## config.mk

```make
export PLATFORM = sky130hd
export DESIGN_NAME = irq_sequencer
export DESIGN_NICKNAME = d
export VERILOG_FILES = /design/src/hdl/seq_pkg.sv /design/src/hdl/arb_if.sv /design/src/hdl/prio_arbiter.sv /design/src/hdl/irq_sequencer.sv
export SDC_FILE = /design/constraint.sdc
export NUM_CORES = 1
export LEC_CHECK = 0
export BUFFER_PORTS_ARGS = -buffer_cell sky130_fd_sc_hd__buf_2
export CORE_AREA = 2 2 126 128
export CTS_CLUSTER_DIAMETER = 40
export DETAILED_ROUTE_END_ITERATION = 7
export DIE_AREA = 0 0 128 130
export PLACE_DENSITY = 0.76
export SLEW_MARGIN = 20
export SYNTH_ARGS = -nofsm -noshare
export SYNTH_HDL_FRONTEND = slang
export SYNTH_SLANG_ARGS = --single-unit
```

## constraint.sdc

```tcl
create_clock -name clk_i -period 7 [get_ports clk_i]
set_input_delay 0.7 -clock clk_i [delete_from_list [all_inputs] [get_ports clk_i]]
set_output_delay 0.7 -clock clk_i [all_outputs]
set_load 0.01 [all_outputs]
```

## src/hdl/seq_pkg.sv

```systemverilog
// seq_pkg: constants, register map and states of the interrupt sequencer
// assumes one 100 MHz core clock and AHB-Lite register access
//
// How it works
// - the core clock drives the sequencer directly, with no divider
// - stack pointer is read, adjusted and written back in one cycle
// - a source is taken only if its enable and global enable are set
// - lock bits may suppress interrupts depending on program counter
// - vectors sit at low addresses; lower vector wins; reset first
// - vector_table_select moves interrupt vectors to boot section start
// - boot_reset_fuse moves the reset vector to boot section start
// - accepting an interrupt clears the global enable bit
// - software setting global enable inside a handler allows nesting
// - vectoring to a flag source clears that source's pending flag
// - writing one to a flag bit clears it; zero leaves it
// - a flag set while disabled stays until serviced or cleared
// - level sources request only while their condition is present
// - after return, one instruction runs before another interrupt
// - status flags are never saved or restored by hardware
// - clear-enable blocks at once, even a same-cycle request
// - after set-enable, the next instruction runs before servicing
// - entry takes four cycles pushing the pc, then the vector runs
// - a multi-cycle instruction finishes before an interrupt is taken
// - waking from sleep adds four response cycles
// - return takes four cycles: pop pc, sp plus two, enable set
// - pushing a return address lowers the stack pointer by two
package seq_pkg;
  localparam int NUM_SRC = 8;
  localparam int IDX_W = 3;
  // sources 6 and 7 are level type, the rest are flag type
  localparam logic [7:0] LEVEL_SRC_MASK = 8'hC0;
  localparam logic [15:0] BOOT_START = 16'hF000;
  localparam logic [15:0] VEC_STRIDE = 16'h0002;
  localparam logic [15:0] RESET_VEC_LOW = 16'h0000;
  localparam logic [15:0] SP_RESET = 16'h0000;
  localparam logic [15:0] RET_ADDR_BYTES = 16'h0002;
  localparam logic [7:0] EN_RESET = 8'h00;
  localparam int ENTRY_CYCLES = 4;
  localparam int RETURN_CYCLES = 4;
  localparam int WAKE_CYCLES = 4;
  localparam int BOOT_CYCLES = 4;
  // byte offsets on the bus
  localparam logic [7:0] OFS_CTRL = 8'h00;
  localparam logic [7:0] OFS_FLAG = 8'h04;
  localparam logic [7:0] OFS_EN = 8'h08;
  localparam logic [7:0] OFS_SP = 8'h0C;
  localparam logic [7:0] OFS_STATUS = 8'h10;
  localparam logic [7:0] OFS_VECTOR = 8'h14;
  localparam int CTRL_GIE_BIT = 0;
  localparam int CTRL_VSEL_BIT = 1;
  localparam logic [2:0] HSIZE_WORD = 3'h2;
  typedef enum logic [2:0] {
    ST_IDLE = 3'b000,
    ST_WAKE = 3'b001,
    ST_ENTRY = 3'b011,
    ST_RETURN = 3'b010,
    ST_BOOT = 3'b100
  } seq_state_e;
endpackage

```

## src/hdl/arb_if.sv

```systemverilog
// arb_if: request and grant lines between sequencer and arbiter
// assumes the sequencer samples the grant at instruction boundaries and, while asleep, on any cycle to wake
`timescale 1ns/100ps
interface arb_if;
  logic [seq_pkg::NUM_SRC-1:0] req;
  logic grant_valid;
  logic [seq_pkg::IDX_W-1:0] grant_idx;
  modport arbiter(input req, output grant_valid, output grant_idx);
  modport client(output req, input grant_valid, input grant_idx);
endinterface

```

## src/hdl/prio_arbiter.sv

```systemverilog
// prio_arbiter: fixed priority pick of the lowest requesting index
// assumes requests are already gated by their own enables
`timescale 1ns/100ps
module prio_arbiter (
  arb_if.arbiter arb
);
  import seq_pkg::*;

  // =====================================================================
  // lowest index wins
  // scan from the top so the last hit is the lowest index
  always_comb begin
    arb.grant_valid = 1'b0;
    arb.grant_idx = '0;
    for (int i = NUM_SRC - 1; i >= 0; i--) begin
      if (arb.req[i]) begin
        arb.grant_valid = 1'b1;
        arb.grant_idx = IDX_W'(i);
      end
    end
  end
endmodule

```

## src/hdl/irq_sequencer.sv

```systemverilog
// irq_sequencer: interrupt entry, return and reset vectoring for the core
// assumes core control pulses on clk_i and a stack memory with one cycle
// read latency; fuse and lock pins are asynchronous
//
// The AHB-Lite slave port and the register addresses were left to the implementer.
`timescale 1ns/100ps
module irq_sequencer (
  input wire logic clk_i,
  input wire logic resetn_i,
  input wire logic hsel_i,
  input wire logic [31:0] haddr_i,
  input wire logic [1:0] htrans_i,
  input wire logic hwrite_i,
  input wire logic [2:0] hsize_i,
  input wire logic [31:0] hwdata_i,
  input wire logic hready_i,
  output logic [31:0] hrdata_o,
  output logic hreadyout_o,
  output logic hresp_o,
  input wire logic [seq_pkg::NUM_SRC-1:0] src_event_i,
  input wire logic [seq_pkg::NUM_SRC-1:0] src_level_i,
  input wire logic boot_reset_fuse_i,
  input wire logic app_boot_lock_bit_i,
  input wire logic boot_section_lock_bit_i,
  input wire logic instr_done_i,
  input wire logic sei_i,
  input wire logic cli_i,
  input wire logic return_from_handler_i,
  input wire logic sleep_i,
  input wire logic [15:0] pc_i,
  input wire logic [7:0] pop_data_i,
  output logic mem_we_o,
  output logic mem_re_o,
  output logic [15:0] mem_addr_o,
  output logic [7:0] mem_wdata_o,
  output logic jump_o,
  output logic [15:0] jump_addr_o,
  output logic cpu_hold_o,
  output logic gie_o
);
  import seq_pkg::*;

  seq_state_e state_reg;
  seq_state_e state_next;
  logic [1:0] cnt_reg;
  logic gie_reg;
  logic vsel_reg;
  logic hold_one_reg;
  logic sleep_reg;
  logic fuse_reg;
  logic [2:0] pin_s1_reg;
  logic [2:0] pin_s2_reg;
  logic [NUM_SRC-1:0] flag_reg;
  logic [NUM_SRC-1:0] flag_next;
  logic [NUM_SRC-1:0] en_reg;
  logic [NUM_SRC-1:0] pend;
  logic [NUM_SRC-1:0] clr_vec;
  logic [15:0] sp_reg;
  logic [15:0] pc_save_reg;
  logic [15:0] vec_reg;
  logic [15:0] vec_calc;
  logic [7:0] pc_hi_reg;
  logic [IDX_W-1:0] idx_reg;
  logic mem_we_reg;
  logic mem_re_reg;
  logic [15:0] mem_addr_reg;
  logic [7:0] mem_wdata_reg;
  logic jump_reg;
  logic [15:0] jump_addr_reg;
  logic cpu_hold_reg;
  logic [31:0] hrdata_reg;
  logic hreadyout_reg;
  logic wr_pend_reg;
  logic rd_pend_reg;
  logic [7:0] addr_reg;
  logic [31:0] rdata;
  logic bus_go;
  logic gie_eff;
  logic lock_block;
  logic can_take;
  logic take;
  logic wake;
  logic take_any;
  logic ret_go;
  logic boot_end;
  logic entry_end;
  logic ret_end;
  logic wake_end;
  logic flag_wr;

  // =====================================================================
  // pin synchronisers
  // fuse and lock pins are not on clk_i, two stages before any use
  always_ff @(posedge clk_i or negedge resetn_i) begin
    if (!resetn_i) begin
      pin_s1_reg <= 3'h0;
      pin_s2_reg <= 3'h0;
    end else begin
      pin_s1_reg <= {boot_section_lock_bit_i, app_boot_lock_bit_i,
                     boot_reset_fuse_i};
      pin_s2_reg <= pin_s1_reg;
    end
  end

  // =====================================================================
  // arbitration
  arb_if arb_bus ();

  prio_arbiter u_arb (
    .arb(arb_bus.arbiter)
  );

  for (genvar i = 0; i < NUM_SRC; i++) begin : g_src
    if (LEVEL_SRC_MASK[i]) begin : g_level
      // no memory: a vanished condition never requests
      assign pend[i] = src_level_i[i];
      assign flag_next[i] = 1'b0;
    end else begin : g_flag
      assign pend[i] = flag_reg[i];
      // new event beats a clear in the same cycle
      assign flag_next[i] = src_event_i[i] | (flag_reg[i] & ~clr_vec[i]);
    end
  end

  assign arb_bus.req = pend & en_reg;
  // write-one-to-clear from the bus
  assign clr_vec = (take_any ? (NUM_SRC'(1) << arb_bus.grant_idx) : '0)
                 | (flag_wr ? hwdata_i[NUM_SRC-1:0] : '0);

  // =====================================================================
  // take decision
  // a cli in the same cycle already masks the request
  assign gie_eff = gie_reg & ~cli_i;
  // lock bits guard the section that does not hold the vectors
  assign lock_block = (pin_s2_reg[1] & vsel_reg & (pc_i < BOOT_START))
                    | (pin_s2_reg[2] & ~vsel_reg & (pc_i >= BOOT_START));
  // own enable and global enable both needed
  assign can_take = gie_eff & ~hold_one_reg & ~lock_block
                  & arb_bus.grant_valid;
  assign ret_go = (state_reg == ST_IDLE) & return_from_handler_i;
  // only at a boundary, so multi-cycle instructions finish
  assign take = (state_reg == ST_IDLE) & instr_done_i & ~return_from_handler_i
              & ~sleep_reg & can_take;
  assign wake = (state_reg == ST_IDLE) & sleep_reg & can_take;
  assign take_any = take | wake;
  assign boot_end = (state_reg == ST_BOOT)
                  & (cnt_reg == 2'(BOOT_CYCLES - 1));
  assign entry_end = (state_reg == ST_ENTRY)
                   & (cnt_reg == 2'(ENTRY_CYCLES - 1));
  assign ret_end = (state_reg == ST_RETURN)
                 & (cnt_reg == 2'(RETURN_CYCLES - 1));
  assign wake_end = (state_reg == ST_WAKE)
                  & (cnt_reg == 2'(WAKE_CYCLES - 1));
  // vector index 0 is reset, sources follow; base moves
  assign vec_calc = (vsel_reg ? BOOT_START : RESET_VEC_LOW)
                  + 16'(({13'h0, arb_bus.grant_idx} + 16'h0001)
                  * VEC_STRIDE);

  // =====================================================================
  // sequencer
  always_comb begin
    state_next = state_reg;
    unique case (state_reg)
      ST_BOOT: begin
        if (boot_end) begin
          state_next = ST_IDLE;
        end
      end
      ST_IDLE: begin
        if (ret_go) begin
          state_next = ST_RETURN;
        end else if (take) begin
          state_next = ST_ENTRY;
        end else if (wake) begin
          state_next = ST_WAKE;
        end
      end
      ST_WAKE: begin
        // extra cycles on top of the wake-up time
        if (wake_end) begin
          state_next = ST_ENTRY;
        end
      end
      ST_ENTRY: begin
        if (entry_end) begin
          state_next = ST_IDLE;
        end
      end
      ST_RETURN: begin
        if (ret_end) begin
          state_next = ST_IDLE;
        end
      end
      default: begin
        state_next = ST_IDLE;
      end
    endcase
  end

  // clk_i is the core clock itself, no division anywhere
  always_ff @(posedge clk_i or negedge resetn_i) begin
    if (!resetn_i) begin
      state_reg <= ST_BOOT;
      cnt_reg <= 2'h0;
    end else begin
      state_reg <= state_next;
      cnt_reg <= (state_next == state_reg) ? 2'(cnt_reg + 2'h1) : 2'h0;
    end
  end

  always_ff @(posedge clk_i or negedge resetn_i) begin
    if (!resetn_i) begin
      flag_reg <= '0;
    end else begin
      flag_reg <= flag_next;
    end
  end

  always_ff @(posedge clk_i or negedge resetn_i) begin
    if (!resetn_i) begin
      idx_reg <= '0;
      vec_reg <= RESET_VEC_LOW;
      pc_save_reg <= 16'h0000;
    end else if (take_any) begin
      idx_reg <= arb_bus.grant_idx;
      vec_reg <= vec_calc;
      pc_save_reg <= pc_i;
    end else if (boot_end) begin
      vec_reg <= pin_s2_reg[0] ? BOOT_START : RESET_VEC_LOW;
    end
  end

  // strap caught once, at the end of the boot wait
  always_ff @(posedge clk_i or negedge resetn_i) begin
    if (!resetn_i) begin
      fuse_reg <= 1'b0;
    end else if (boot_end) begin
      fuse_reg <= pin_s2_reg[0];
    end
  end

  // only the enable bit moves; other status flags are software's job,
  always_ff @(posedge clk_i or negedge resetn_i) begin
    if (!resetn_i) begin
      gie_reg <= 1'b0;
    end else if (take_any) begin
      gie_reg <= 1'b0;
    end else if (cli_i) begin
      gie_reg <= 1'b0;
    end else if (ret_end) begin
      gie_reg <= 1'b1;
    end else if (sei_i) begin
      gie_reg <= 1'b1;
    end else if (wr_pend_reg && addr_reg == OFS_CTRL) begin
      gie_reg <= hwdata_i[CTRL_GIE_BIT];
    end
  end

  // one instruction must pass after sei or return
  always_ff @(posedge clk_i or negedge resetn_i) begin
    if (!resetn_i) begin
      hold_one_reg <= 1'b0;
    end else if (sei_i || ret_end) begin
      hold_one_reg <= 1'b1;
    end else if (instr_done_i) begin
      hold_one_reg <= 1'b0;
    end
  end

  always_ff @(posedge clk_i or negedge resetn_i) begin
    if (!resetn_i) begin
      sleep_reg <= 1'b0;
    end else if (wake) begin
      sleep_reg <= 1'b0;
    end else if (sleep_i) begin
      sleep_reg <= 1'b1;
    end
  end

  // read, adjust and write back in the same cycle
  always_ff @(posedge clk_i or negedge resetn_i) begin
    if (!resetn_i) begin
      sp_reg <= SP_RESET;
    end else if (entry_end) begin
      sp_reg <= 16'(sp_reg - RET_ADDR_BYTES);
    end else if (ret_end) begin
      sp_reg <= 16'(sp_reg + RET_ADDR_BYTES);
    end else if (wr_pend_reg && addr_reg == OFS_SP) begin
      sp_reg <= hwdata_i[15:0];
    end
  end

  // =====================================================================
  // stack traffic
  // low byte at sp, high byte below it
  always_ff @(posedge clk_i or negedge resetn_i) begin
    if (!resetn_i) begin
      mem_we_reg <= 1'b0;
      mem_re_reg <= 1'b0;
      mem_addr_reg <= 16'h0000;
      mem_wdata_reg <= 8'h00;
    end else begin
      mem_we_reg <= (state_reg == ST_ENTRY) && !cnt_reg[1];
      mem_re_reg <= (state_reg == ST_RETURN) && !cnt_reg[1];
      mem_wdata_reg <= cnt_reg[0] ? pc_save_reg[15:8] : pc_save_reg[7:0];
      if (state_reg == ST_RETURN) begin
        mem_addr_reg <= 16'(sp_reg + {14'h0, cnt_reg} + 16'h0001);
      end else begin
        mem_addr_reg <= 16'(sp_reg - {14'h0, cnt_reg});
      end
    end
  end

  // memory answers one cycle after the read strobe is seen
  always_ff @(posedge clk_i or negedge resetn_i) begin
    if (!resetn_i) begin
      pc_hi_reg <= 8'h00;
    end else if (state_reg == ST_RETURN && cnt_reg == 2'h2) begin
      pc_hi_reg <= pop_data_i;
    end
  end

  always_ff @(posedge clk_i or negedge resetn_i) begin
    if (!resetn_i) begin
      jump_reg <= 1'b0;
      jump_addr_reg <= 16'h0000;
      cpu_hold_reg <= 1'b1;
    end else begin
      jump_reg <= boot_end | entry_end | ret_end;
      cpu_hold_reg <= (state_next != ST_IDLE);
      if (ret_end) begin
        jump_addr_reg <= {pc_hi_reg, pop_data_i};
      end else if (boot_end) begin
        jump_addr_reg <= pin_s2_reg[0] ? BOOT_START : RESET_VEC_LOW;
      end else if (entry_end) begin
        jump_addr_reg <= vec_reg;
      end
    end
  end

  // =====================================================================
  // ahb-lite slave
  // reads take one wait state so a write just before is always seen
  assign bus_go = hsel_i & htrans_i[1] & hready_i;
  assign flag_wr = wr_pend_reg && (addr_reg == OFS_FLAG);

  always_ff @(posedge clk_i or negedge resetn_i) begin
    if (!resetn_i) begin
      wr_pend_reg <= 1'b0;
      rd_pend_reg <= 1'b0;
      addr_reg <= 8'h00;
      hreadyout_reg <= 1'b1;
    end else begin
      wr_pend_reg <= bus_go & hwrite_i & (hsize_i == HSIZE_WORD);
      rd_pend_reg <= bus_go & ~hwrite_i;
      hreadyout_reg <= ~(bus_go & ~hwrite_i);
      if (bus_go) begin
        addr_reg <= haddr_i[7:0];
      end
    end
  end

  always_ff @(posedge clk_i or negedge resetn_i) begin
    if (!resetn_i) begin
      vsel_reg <= 1'b0;
      en_reg <= EN_RESET;
    end else if (wr_pend_reg) begin
      if (addr_reg == OFS_CTRL) begin
        vsel_reg <= hwdata_i[CTRL_VSEL_BIT];
      end
      if (addr_reg == OFS_EN) begin
        en_reg <= hwdata_i[NUM_SRC-1:0];
      end
    end
  end

  always_comb begin
    rdata = 32'h0000_0000;
    unique case (addr_reg)
      OFS_CTRL: rdata = {30'h0, vsel_reg, gie_reg};
      OFS_FLAG: rdata = {24'h0, flag_reg | (pend & LEVEL_SRC_MASK)};
      OFS_EN: rdata = {24'h0, en_reg};
      OFS_SP: rdata = {16'h0, sp_reg};
      OFS_STATUS: rdata = {22'h0, idx_reg, fuse_reg, sleep_reg,
                           hold_one_reg, 1'b0, state_reg};
      OFS_VECTOR: rdata = {16'h0, vec_reg};
      default: rdata = 32'h0000_0000;
    endcase
  end

  always_ff @(posedge clk_i or negedge resetn_i) begin
    if (!resetn_i) begin
      hrdata_reg <= 32'h0000_0000;
    end else if (rd_pend_reg) begin
      hrdata_reg <= rdata;
    end
  end

  assign hrdata_o = hrdata_reg;
  assign hreadyout_o = hreadyout_reg;
  assign hresp_o = 1'b0;
  assign mem_we_o = mem_we_reg;
  assign mem_re_o = mem_re_reg;
  assign mem_addr_o = mem_addr_reg;
  assign mem_wdata_o = mem_wdata_reg;
  assign jump_o = jump_reg;
  assign jump_addr_o = jump_addr_reg;
  assign cpu_hold_o = cpu_hold_reg;
  assign gie_o = gie_reg;
endmodule

```

==> impl_metrics.json <==
{
  "outcome": "completed",
  "clk_pin_slew_worst_paths_ns": 0.06,
  "critPathSlowestCell": "and2_1",
  "numClockSinks": 149,
  "cts_inserted_buffers": 17,
  "endpoint_kind": "register",
  "ctsLongestPathBuffers": 2,
  "cp_num_buf_inv": 1,
  "setup_tns_ns": 0,
  "seq_power_share_pct": 40.6,
  "path_cells": "or3_1 -> nor4_1 -> buf_4 -> and2_1 -> mux2_2",
  "critPathMaxStageDelay_ns": 0.71,
  "synth.most_common_cell": "dfrtp_1",
  "ios": 201,
  "grt_first_pass_wirelength_um": 30400,
  "fill_cells": 1359,
  "grt_usage_pct": 23.8,
  "worstSetupPathType": "register to register",
  "io_buffers": 134,
  "antenna_cells_inserted": 0,
  "fmax_ghz": 0.345,
  "synth.cell_area_um2": 7530,
  "synth_top_area_share_pct": 48.5,
  "synth_edf_count": 0,
  "die_y_um": 130,
  "hold_viol_final": 0,
  "power.density_nw_per_um2": 362,
  "p_clk_share_pct": 30.9,
  "slew_headroom_pct": 41.9,
  "multi_input_area_um2": 3470,
  "cts_resized": 0,
  "p_sw_share_pct": 35.7,
  "vias_per_cell": 5.85,
  "grt_max_degree": 84,
  "reg2reg_slack_ns": 4.10,
  "wirelength_um": 19200,
  "reg2reg_depth": 5,
  "die-area_um2": 16600,
  "cts_tree": "yes",
  "fin_util_pct": 57.6,
  "finalCriticalPeriod_ns": 2.90,
  "drt-wirelength-per-cell_um": 18.5,
  "syn_area_per_cell_um2": 10.4,
  "cts.htree.levels": 4,
  "yosys_warnings": 0,
  "hold_class": "primary input to asynchronous set/reset pin",
  "pre_cts_ws_ns": 4.12,
  "synth.top_cells.by_area": "dfrtp_1, mux2_2, nand2_1",
  "critPathTopFamily": "simple AND/OR/NAND/NOR gates",
  "netlist-cell-type-count": 72,
  "critPathMaxFanout": 18,
  "seqCellArea_um2": 3730,
  "max_cap_violations": 0,
  "ant_nets": 0,
  "syn_inst": 726,
  "die_w_um": 128,
  "root_buffer": "clkbuf_16",
  "area_growth_pct": 17.9,
  "globalRouteOverflowTotal": 0,
  "switching_power_w": 0.00114,
  "first_global_vias": 5852,
  "finalClockSkew_ns": 0.00947,
  "drive_above_1_share_pct": 29.3,
  "num_vias": 6092,
  "firstDrtPassIters": 5,
  "dp_cells": 1010,
  "final_cells": 1042,
  "synth-simple-area-share_pct": 14.9,
  "synth.yosys.seq_area_share_pct": 49.6,
  "synth-compound-area-share_pct": 15.0,
  "power_frac_comb_pct": 28.5,
  "synth_top_family_by_area": "compound AO/OA/AOI/OAI gates",
  "finalCritPeriodShare_pct": 41.4,
  "synth_fa_ha_area_share_pct": 2.69,
  "gp_congestion": 0.926,
  "synthMuxAreaShare_pct": 10.1,
  "timing.rr.end": "pc_save_reg[5]",
  "intPower_w": 0.00207,
  "synthTopCellsByCount": "dfrtp_1, nand2_1, mux2_2",
  "rr_startpoint": "state_reg[0]",
  "fin_total_pwr_w": 0.00321,
  "crit_required_ns": 7.31,
  "postCtsHoldBufs": 0,
  "peakVddDrop_uv": 183,
  "antenna_found_initial": 0,
  "critPathLaunchType": "register",
  "rows": 46,
  "start_util_pct": 48.8,
  "setup_slack_ns": 4.10,
  "worstPathArrival_ns": 3.21,
  "core-area_um2": 15400,
  "drc": 0,
  "yosys.area_share.xor_xnor_pct": 2.33,
  "cts_post_setup_buffers_inserted": 0,
  "final_nets": 974,
  "synth_ff_type": "dfrtp_1",
  "worstMarginPinSlew_ns": 0.871,
  "ys_ff_latch": 149,
  "p_leak_nw": 4.13,
  "insertion_delay_ns": 0.43,
  "drv_slew": 0,
  "async_flop_share_pct": 100,
  "dp_hpwl_um": 13800,
  "finalSetupViolations": 0,
  "rsz0062_at_grt": "false",
  "drt_iter0_drc": 590,
  "yosys.area.top_type": "dfrtp_1"
}
[metal layers]
layer	vias to the layer above	routed length, um	GRT usage [%]
met4	0	422	8.92
met5	-	0	0
met1	2986	7930	30.8
li1	2824	-	-
met2	254	9480	38.8
met3	28	1400	6.15
[power groups by stage]
stage	sequential [W]	combinational, W	clock (W)
after floorplan	0.00122	0.000697	0
after global placement	0.00130	0.000887	0
after detailed placement	0.00131	0.000909	0
after CTS	0.00130	0.000917	0.00101
after global routing	0.00133	0.00102	0.00105
final	0.00130	0.000916	0.000992
[worst reg2reg max path, delay by kind of cell, from the launching register on]
| family | cells | cell delay (ns) |
|---|---|---|
| AND/OR/NAND/NOR | 3 | 1.54 |
| flip-flops | 1 | 0.59 |
| multiplexers | 1 | 0.43 |
| buffers and inverters | 1 | 0.23 |
[worst max-delay path by stage]
stage                      start        endpoint  slack [ns]  cells after the start
floorplan            addr_reg[0]      sp_reg[12]        4.82                      7
global placement    state_reg[0]      idx_reg[1]        4.16                      5
detailed placement  state_reg[0]  pc_save_reg[5]        4.12                      5
CTS                 state_reg[0]  pc_save_reg[5]        4.05                      5
global route        state_reg[0]  pc_save_reg[5]        3.98                      5
finish              state_reg[0]  pc_save_reg[5]        4.10                      5
[logic make-up after synthesis]
kind of cell / count (synthesis)
buf+inv: 84
compound gates: 164
fa+ha+maj: 15
xor+xnor: 20
flops: 149
other cells: 1
mux: 66
simple gates: 227
[placed cells by master, fill, tap and decap left out, types with 21 or more instances in the layout]
master,instances
inv_1,21
mux2_2,57
dfrtp_1,146
buf_2,133
nand2_1,75
nor2_1,52
o21ai_0,29
nand3_1,25
a21oi_1,33
[metrics by stage]
step | hold slack, ns | area [um2]
4_1_cts | 0.340 | 8880
3_3_place_gp | 0.335 | 8240
3_5_place_dp | 0.336 | 8240
6_report | 0.295 | 8880
5_1_grt | 0.355 | 8880
2_1_floorplan | 0.331 | 7590
[cell type report]
cell class                 instances  area share [%]
clock buffer                      17            4.79
clock inverter                    15            2.44
inverter                          21           0.888
multi-input combinational        509            39.1
sequential                       149            42.0
tap                              192            2.71
timing repair buffer             139            8.05
Power figures use the tool's default switching activity.
